[src/rtl/smsc_defs.svh]
// Offsets, field positions, the probe pattern and timing counts for the misc register bank.
`ifndef SMSC_DEFS_SVH
`define SMSC_DEFS_SVH
`define SMSC_OFS_CHIP_ID 8'h50
`define SMSC_OFS_ENDIAN 8'h64
`define SMSC_OFS_HW_SETUP 8'h74
`define SMSC_OFS_POWER_MGMT_CONTROL_REGISTER 8'h84
`define SMSC_WORD_MASK 8'hFC
`define SMSC_ENDIAN_PATTERN 32'h8765_4321
`define SMSC_BIT_READY 27
`define SMSC_BIT_XOVR2 26
`define SMSC_BIT_XOVR1 25
`define SMSC_BIT_RSVD_RW 21
`define SMSC_BIT_MBO 20
`define SMSC_BIT_SOFTWARE_RESET_BIT 0
`define SMSC_BIT_PMT_READY 0
`define SMSC_PHY_OVR_EN_BIT 15
`define SMSC_PHY_OVR_VAL_BIT 13
`define SMSC_READY_TIME_NS 1000
`define SMSC_CLK_PERIOD_NS 50
`define SMSC_SOFTWARE_RESET_BIT_PULSE_CYC 4
`endif

[src/rtl/smsc_pkg.sv]
// Types shared by the misc register bank.
package smsc_pkg;
  typedef enum logic [2:0] {
    SMSC_ST_RESET = 3'b001,
    SMSC_ST_WAIT = 3'b010,
    SMSC_ST_READY = 3'b100
  } smsc_state_e;
  typedef logic [31:0] smsc_word_t;
endpackage

[src/rtl/smsc_misc_regs.sv]
// Miscellaneous system identity, byte-order probe and hardware setup registers.
//
// Function
// - Identity word read-only: chip code, revision.
// - Endian probe returns fixed pattern, read-only.
// - Endian probe readable during soft or digital reset, not ready.
// - Either 16-bit half readable alone.
// - Setup register pollable before ready.
// - Ready bit 27 sets after reset settles.
// - Ready rising raises interrupt when enabled.
// - Writes ignored until ready is set.
// - Ready flag mirrors power register bit 0; the code only drives pmt_ready, that offset reads zero.
// - Bits 26/25 mirror port crossover straps.
// - Straps captured at reset, loader may overwrite.
// - PHY control bits 15/13 override strap.
// - Bit 0 write triggers self-clearing soft reset.
`timescale 1ns/1ps
`include "smsc_defs.svh"
module smsc_misc_regs
  import smsc_pkg::*;
#(
  parameter logic [15:0] CHIP_CODE = 16'hA5C3, // Arbitrary identity value.
  parameter logic [15:0] CHIP_REV = 16'h0001, // Arbitrary revision value.
  parameter int SETTLE_CYC = (`SMSC_READY_TIME_NS + `SMSC_CLK_PERIOD_NS - 1) / `SMSC_CLK_PERIOD_NS
) (
  // Clock and reset.
  input wire logic core_clk,
  input wire logic reset,
  // Host register access, 16-bit halves.
  input wire logic host_rd,
  input wire logic host_wr,
  input wire logic [7:0] host_addr,
  input wire logic [15:0] host_wdata,
  output logic [15:0] host_rdata,
  // Other reset sources.
  input wire logic digital_reset,
  // Strap levels and configuration loader.
  input wire logic strap_xovr1,
  input wire logic strap_xovr2,
  input wire logic loader_wr,
  input wire logic loader_xovr1,
  input wire logic loader_xovr2,
  // PHY special control words per port.
  input wire logic [15:0] phy1_special_ctrl,
  input wire logic [15:0] phy2_special_ctrl,
  // Ready interrupt enable from the interrupt block.
  input wire logic ready_irq_en,
  // Outputs.
  output logic ready_irq,
  output logic pmt_ready,
  output logic soft_reset_out,
  output logic phy1_xovr_en,
  output logic phy2_xovr_en,
  output logic cfg_mbo,
  output logic cfg_rsvd
);
  logic ready;
  logic strap_cap_reg, strap_cap_next;
  logic strap1_lat_reg, strap1_lat_next;
  logic strap2_lat_reg, strap2_lat_next;
  logic xovr1_reg, xovr1_next;
  logic xovr2_reg, xovr2_next;
  logic rsvd_reg, rsvd_next;
  logic mbo_reg, mbo_next;
  logic [2:0] software_reset_bit_cnt_reg, software_reset_bit_cnt_next;
  logic software_reset_bit_reg, software_reset_bit_next;
  logic ready_d_reg, ready_d_next;
  logic irq_reg, irq_next;
  logic [15:0] rdata_reg, rdata_next;
  logic p1_reg, p1_next;
  logic p2_reg, p2_next;
  smsc_word_t hw_word;
  smsc_word_t rd_word;
  logic wr_ok;

  // Effective crossover: PHY override wins over strap value.
  function automatic logic xovr_eff(input logic [15:0] ctl, input logic strap);
    xovr_eff = ctl[`SMSC_PHY_OVR_EN_BIT] ? ctl[`SMSC_PHY_OVR_VAL_BIT] : strap;
  endfunction

  // Word offset of a host address; the half-select bit is dropped.
  function automatic logic [7:0] word_ofs(input logic [7:0] a);
    word_ofs = a & `SMSC_WORD_MASK;
  endfunction

  // Ready settling sequence restarted by soft or digital reset.
  smsc_ready_seq #(
    .SETTLE_CYC(SETTLE_CYC)
  ) u_ready (
    .core_clk(core_clk),
    .reset(reset),
    .restart(software_reset_bit_reg | digital_reset),
    .ready(ready)
  );

  // Assemble the setup word; unlisted bits stay zero.
  always_comb begin
    hw_word = 32'h0000_0000;
    hw_word[`SMSC_BIT_READY] = ready;
    hw_word[`SMSC_BIT_XOVR2] = xovr2_reg;
    hw_word[`SMSC_BIT_XOVR1] = xovr1_reg;
    hw_word[`SMSC_BIT_RSVD_RW] = rsvd_reg;
    hw_word[`SMSC_BIT_MBO] = mbo_reg;
    hw_word[`SMSC_BIT_SOFTWARE_RESET_BIT] = software_reset_bit_reg | digital_reset;
  end

  // Read mux; probe and setup answer regardless of ready.
  always_comb begin
    rd_word = 32'h0000_0000; // unmapped reads zero
    case (word_ofs(host_addr))
      `SMSC_OFS_CHIP_ID: rd_word = {CHIP_CODE, CHIP_REV};
      `SMSC_OFS_ENDIAN: rd_word = `SMSC_ENDIAN_PATTERN;
      `SMSC_OFS_HW_SETUP: rd_word = hw_word;
      default: rd_word = 32'h0000_0000;
    endcase
    // half select by address bit 1
    rdata_next = host_addr[1] ? rd_word[31:16] : rd_word[15:0];
    if (!host_rd) begin
      rdata_next = rdata_reg;
    end
  end

  // Write and event logic.
  always_comb begin
    wr_ok = host_wr & ready & (word_ofs(host_addr) == `SMSC_OFS_HW_SETUP);
    // straps follow pins while reset held
    strap1_lat_next = reset ? strap_xovr1 : strap1_lat_reg;
    strap2_lat_next = reset ? strap_xovr2 : strap2_lat_reg;
    strap_cap_next = 1'b1;
    xovr1_next = xovr1_reg;
    xovr2_next = xovr2_reg;
    if (!strap_cap_reg) begin
      xovr1_next = strap1_lat_reg;
      xovr2_next = strap2_lat_reg;
    end else if (loader_wr) begin
      xovr1_next = loader_xovr1;
      xovr2_next = loader_xovr2;
    end
    rsvd_next = rsvd_reg;
    mbo_next = mbo_reg;
    software_reset_bit_next = 1'b0;
    software_reset_bit_cnt_next = software_reset_bit_cnt_reg;
    if (software_reset_bit_cnt_reg != 3'h0) begin
      software_reset_bit_cnt_next = software_reset_bit_cnt_reg - 3'h1;
      software_reset_bit_next = 1'b1;
    end
    if (wr_ok && host_addr[1]) begin
      rsvd_next = host_wdata[`SMSC_BIT_RSVD_RW - 16];
      mbo_next = host_wdata[`SMSC_BIT_MBO - 16];
    end
    if (wr_ok && !host_addr[1] && host_wdata[`SMSC_BIT_SOFTWARE_RESET_BIT]) begin
      software_reset_bit_cnt_next = 3'(`SMSC_SOFTWARE_RESET_BIT_PULSE_CYC);
      software_reset_bit_next = 1'b1;
    end
    // Soft reset returns the host-writable upper-half bits, rsvd and mbo, to defaults.
    if (software_reset_bit_reg) begin
      rsvd_next = 1'b0;
      mbo_next = 1'b0;
    end
    ready_d_next = ready;
    irq_next = ready & ~ready_d_reg & ready_irq_en;
    p1_next = xovr_eff(phy1_special_ctrl, xovr1_reg);
    p2_next = xovr_eff(phy2_special_ctrl, xovr2_reg);
  end

  // Register stage.
  always_ff @(posedge core_clk or posedge reset) begin
    if (reset) begin
      strap_cap_reg <= 1'b0;
      xovr1_reg <= 1'b0;
      xovr2_reg <= 1'b0;
      rsvd_reg <= 1'b0;
      mbo_reg <= 1'b0;
      software_reset_bit_cnt_reg <= 3'h0;
      software_reset_bit_reg <= 1'b0;
      ready_d_reg <= 1'b0;
      irq_reg <= 1'b0;
      rdata_reg <= 16'h0000;
      p1_reg <= 1'b0;
      p2_reg <= 1'b0;
    end else begin
      strap_cap_reg <= strap_cap_next;
      xovr1_reg <= xovr1_next;
      xovr2_reg <= xovr2_next;
      rsvd_reg <= rsvd_next;
      mbo_reg <= mbo_next;
      software_reset_bit_cnt_reg <= software_reset_bit_cnt_next;
      software_reset_bit_reg <= software_reset_bit_next;
      ready_d_reg <= ready_d_next;
      irq_reg <= irq_next;
      rdata_reg <= rdata_next;
      p1_reg <= p1_next;
      p2_reg <= p2_next;
    end
  end

  // Strap latch has no reset, so it can follow the pin levels while reset is held.
  always_ff @(posedge core_clk) begin
    strap1_lat_reg <= strap1_lat_next;
    strap2_lat_reg <= strap2_lat_next;
  end

  // Outputs straight from flip-flops.
  assign host_rdata = rdata_reg;
  assign ready_irq = irq_reg;
  assign pmt_ready = ready;
  assign soft_reset_out = software_reset_bit_reg;
  assign phy1_xovr_en = p1_reg;
  assign phy2_xovr_en = p2_reg;
  assign cfg_mbo = mbo_reg;
  assign cfg_rsvd = rsvd_reg;
endmodule

[src/rtl/smsc_ready_seq.sv]
// Ready sequencer: holds the ready flag low for a settling time after any reset.
`timescale 1ns/1ps
`include "smsc_defs.svh"
module smsc_ready_seq
  import smsc_pkg::*;
#(
  parameter int SETTLE_CYC = 20
) (
  // Clock and reset.
  input wire logic core_clk,
  input wire logic reset,
  // Restart request from soft or digital reset.
  input wire logic restart,
  // Ready flag.
  output logic ready
);
  smsc_state_e state_reg, state_next;
  logic [15:0] cnt_reg, cnt_next;
  logic ready_reg, ready_next;

  // Next-state logic for the settling sequence.
  always_comb begin
    state_next = state_reg;
    cnt_next = cnt_reg;
    ready_next = ready_reg;
    case (state_reg)
      SMSC_ST_RESET: begin
        cnt_next = 16'h0000;
        ready_next = 1'b0;
        state_next = SMSC_ST_WAIT;
      end
      SMSC_ST_WAIT: begin
        cnt_next = cnt_reg + 16'h0001;
        if (cnt_reg >= 16'(SETTLE_CYC - 1)) begin
          ready_next = 1'b1;
          state_next = SMSC_ST_READY;
        end
      end
      SMSC_ST_READY: begin
        ready_next = 1'b1;
      end
      default: begin
        state_next = SMSC_ST_RESET;
      end
    endcase
    if (restart) begin
      ready_next = 1'b0;
      state_next = SMSC_ST_RESET;
    end
  end

  // State registers.
  always_ff @(posedge core_clk or posedge reset) begin
    if (reset) begin
      state_reg <= SMSC_ST_RESET;
      cnt_reg <= 16'h0000;
      ready_reg <= 1'b0;
    end else begin
      state_reg <= state_next;
      cnt_reg <= cnt_next;
      ready_reg <= ready_next;
    end
  end

  assign ready = ready_reg;
endmodule

[config.mk]
export PLATFORM = sky130hd
export DESIGN_NAME = smsc_misc_regs
export DESIGN_NICKNAME = d
export VERILOG_FILES = /design/src/rtl/smsc_pkg.sv /design/src/rtl/smsc_misc_regs.sv /design/src/rtl/smsc_ready_seq.sv
export VERILOG_INCLUDE_DIRS = /design/src /design/src/rtl
export SDC_FILE = /design/constraint.sdc
export NUM_CORES = 1
export LEC_CHECK = 0
export BUFFER_PORTS_ARGS = -buffer_cell sky130_fd_sc_hd__clkbuf_2
export CAP_MARGIN = 5
export CORE_ASPECT_RATIO = 1.5
export CORE_MARGIN = 2
export CORE_UTILIZATION = 30
export DETAILED_ROUTE_END_ITERATION = 8
export SYNTH_ARGS = -nofsm -noshare
export SYNTH_HDL_FRONTEND = slang
export SYNTH_HIERARCHICAL = 1
export SYNTH_SLANG_ARGS = --single-unit
[constraint.sdc]
create_clock -name core_clk -period 2.03 [get_ports core_clk]
set_input_delay 0.3045 -clock core_clk [delete_from_list [all_inputs] [get_ports core_clk]]
set_output_delay 0.3045 -clock core_clk [all_outputs]
set_load 0.01 [all_outputs]
==> flow_metrics.tcl <==
set metrics [dict create \
    dp_hpwl_um 3529 \
    routed_wl_um 4710 \
    powerDensity_nw_per_um2 748.3 \
    final_common_cell "clkbuf_2" \
    crit_path_start "u_ready/state_reg[2]" \
    wire_per_inst_um 13.01 \
    finalClockSkew_ns 0.01230 \
    grt_setup_unrepaired "false" \
    finalCritPeriodShare_pct 89.50 \
    syn_avg_cell_area_sq_um 10.47 \
    post-route-min-period_ns 1.817 \
    synth_edf_count 2 \
    cp-end-kind "register" \
    drive_above_1_share_pct 26.72 \
    cts_hold_buf 0 \
    grt_pass1_wl_um 7755 \
    path_cells "or3b_1, or3_4, nor3_4, mux2i_1" \
    ant_nets 0 \
    cts_tree "done" \
    power_frac_comb_pct 18.6 \
    p_leak_nw 1.211 \
    max_stage_delay_ns 0.47 \
    holdWs_ns 0.05774 \
    crit_arrival_ns 2.05 \
    utilization_pct 36.53 \
    rows 38 \
    hp-class "in2async" \
    clk_latency_ns 0.30 \
    layout_common_cells "clkbuf_2 (45), dfrtp_1 (43), nand2_1 (15), nor2_1 (14), nand3_1 (12)" \
    fmax_mhz 550.4 \
    die_area_sq_um 8296 \
    fin_tns_setup_ns 0 \
    port_buffers 45 \
    layout.nets 331 \
    viasPerCell 4.831 \
    grt-ovfl-total 0 \
    path_class "reg2reg" \
    drt_first_pass_iters 4 \
    post-route-drc-count 0 \
    dieHeight_um 110.6 \
    syn_inst 217 \
    post_cts_buffers 0 \
    crit_required_ns 2.26 \
    r2r_slack_ns 0.21 \
    cts_resized 0 \
    gr-max-usage-layer "met2" \
    status "complete, no violations" \
    antenna_found_initial 0 \
    largest_reg_flops 16 \
    met2_usage_pct 19.94 \
    finalSetupViolCount 0 \
    clockRootBuffer "clkbuf_8" \
    grt_usage_pct 11.73 \
    dieWidth_um 75.04 \
    area_delta_synth_final_pct 17.02 \
    worstMarginPinSlew_ns 0.7806 \
    use_met1_pct 14.20 \
    vias 1749 \
    core_sq_um 7274 \
    num_io_pins 90 \
    maxCapViolCount 0 \
    dpl_cell_area_sq_um 2565 \
    grt_use_met3_pct 2.464 \
    ir_drop_v 0.0002915 \
    r2r-start "u_ready/state_reg[2]" \
    drv_slew 0 \
    synthArstFlopShare_pct 95.65 \
    p_seq_share_pct 52.7 \
    hold_viol_final 0 \
    ys_warn_count 6 \
    cts_buffer_depth 2 \
    synth-main-ff-cell "dfrtp_1" \
    relSlewSlack_pct 47.91 \
    cts_buffers 5 \
    design_area_sq_um 2658 \
    antenna_cells 0 \
    crit_fanout 7 \
    slowest_stage "or3_4" \
    ys_seq_elements 46 \
    synth_area_sq_um 2271 \
    p_clk_share_pct 28.7 \
    ys_types 48 \
    swShare_pct 29.41 \
    grt_max_degree 25 \
    place_congestion 0.8096 \
    clkTransAtPathRegs_ns 0.09 \
    grt_pass1_vias 1671 \
    ys_seq_area_share_pct 51.18 \
    p_int_mw 1.404 \
    cp-start-kind "register" \
    num-fill-cells 760 \
    drtIter0Drc 110 \
    p_sw_uw 584.9 \
    htree_num_levels 2 \
    start_util_pct 31.22 \
    cts.sinks 46 \
]
==> layout make-up <==
type                            instances  area [sq um]  share of cell area (%)
Timing Repair Buffer                   49         255.2                   9.605
Clock inverter                          3         23.77                  0.8945
Tap cell                              100         125.1                   4.708
Multi-Input combinational cell        148         980.9                   36.91
Inverter                               11         41.29                   1.554
Clock buffer                            5         68.82                   2.589
Sequential cell                        46          1162                   43.74
==> through the flow <==
stage	total power [mW]	setup slack (ns)	cells
after global placement	1.437	0.2632	354
after detailed placement	1.443	0.2402	354
after global routing	2.120	0.1282	362
after floorplan	1.331	0.1669	218
after CTS	2.027	0.2057	362
final	1.989	0.2132	362
==> synthesized netlist by cell type (3+ instances only) <==
master | n | area, sq um
a21oi_1 | 6 | 30.03
a31oi_1 | 5 | 31.28
and3_1 | 5 | 31.28
buf_4 | 5 | 37.54
buf_6 | 3 | 33.78
clkbuf_1 | 5 | 18.77
dfrtp_1 | 43 | 1076
ha_1 | 3 | 37.54
inv_1 | 11 | 41.29
mux2i_1 | 10 | 100.1
nand2_1 | 15 | 56.30
nand2b_1 | 9 | 56.30
nand3_1 | 12 | 60.06
nand4_1 | 6 | 37.54
nor2_1 | 14 | 52.55
nor4_1 | 4 | 25.02
o211ai_1 | 6 | 45.04
o21ai_0 | 10 | 50.05
o22ai_1 | 3 | 18.77
o31ai_1 | 6 | 45.04
==> layer usage <==
| layer | vias to the layer above | routed length, um |
|---|---|---|
| met5 | - | 0 |
| met4 | 0 | 91 |
| met3 | 8 | 262 |
| met2 | 56 | 2268 |
| met1 | 821 | 2087 |
| li1 | 864 | - |
==> final timing paths <==
| path | end | cells past startpoint |
|---|---|---|
| worst min register to register | u_ready/cnt_reg[15] | 1 |
| min in group core_clk | strap1_lat_reg | 1 |
| worst min-delay path | strap_cap_reg | 3 |
| worst max register to register | u_ready/cnt_reg[15] | 4 |
| max in group asynchronous | u_ready/cnt_reg[9] | 2 |
| worst max-delay path | u_ready/cnt_reg[15] | 4 |
==> worst max-delay path, delay by kind of cell (launching register included) <==
family           cells  cell delay, ns
muxes                1            0.20
DFF                  1            0.46
and+or+nand+nor      3            1.08
==> logic make-up (layout without fill, tap and decap cells) <==
kind of cell               count (synthesis)  in the layout  share of synthesized area, %
AOI/OAI and AO/OA                         46             46                         13.33
xor gates and xnor gates                   2              2                        0.7715
adders and majority gates                  3              3                         1.653
buffers and inverters                     24             68                         5.785
DFF                                       46             46                         51.18
muxes                                     12             12                         5.400
other                                      2              3                        0.3307
and+or+nand+nor                           82             82                         21.54
==> power by group through the flow <==
| stage | Sequential [mW] | Clock [mW] | Combinational [mW] |
|---|---|---|---|
| floorplan | 1.06 | 0 | 0.267 |
| global placement | 1.07 | 0 | 0.370 |
| detailed placement | 1.07 | 0 | 0.376 |
| CTS | 1.05 | 0.600 | 0.378 |
| global route | 1.06 | 0.639 | 0.424 |
| finish | 1.05 | 0.570 | 0.369 |
No activity file was read; power rests on OpenSTA's default activity.
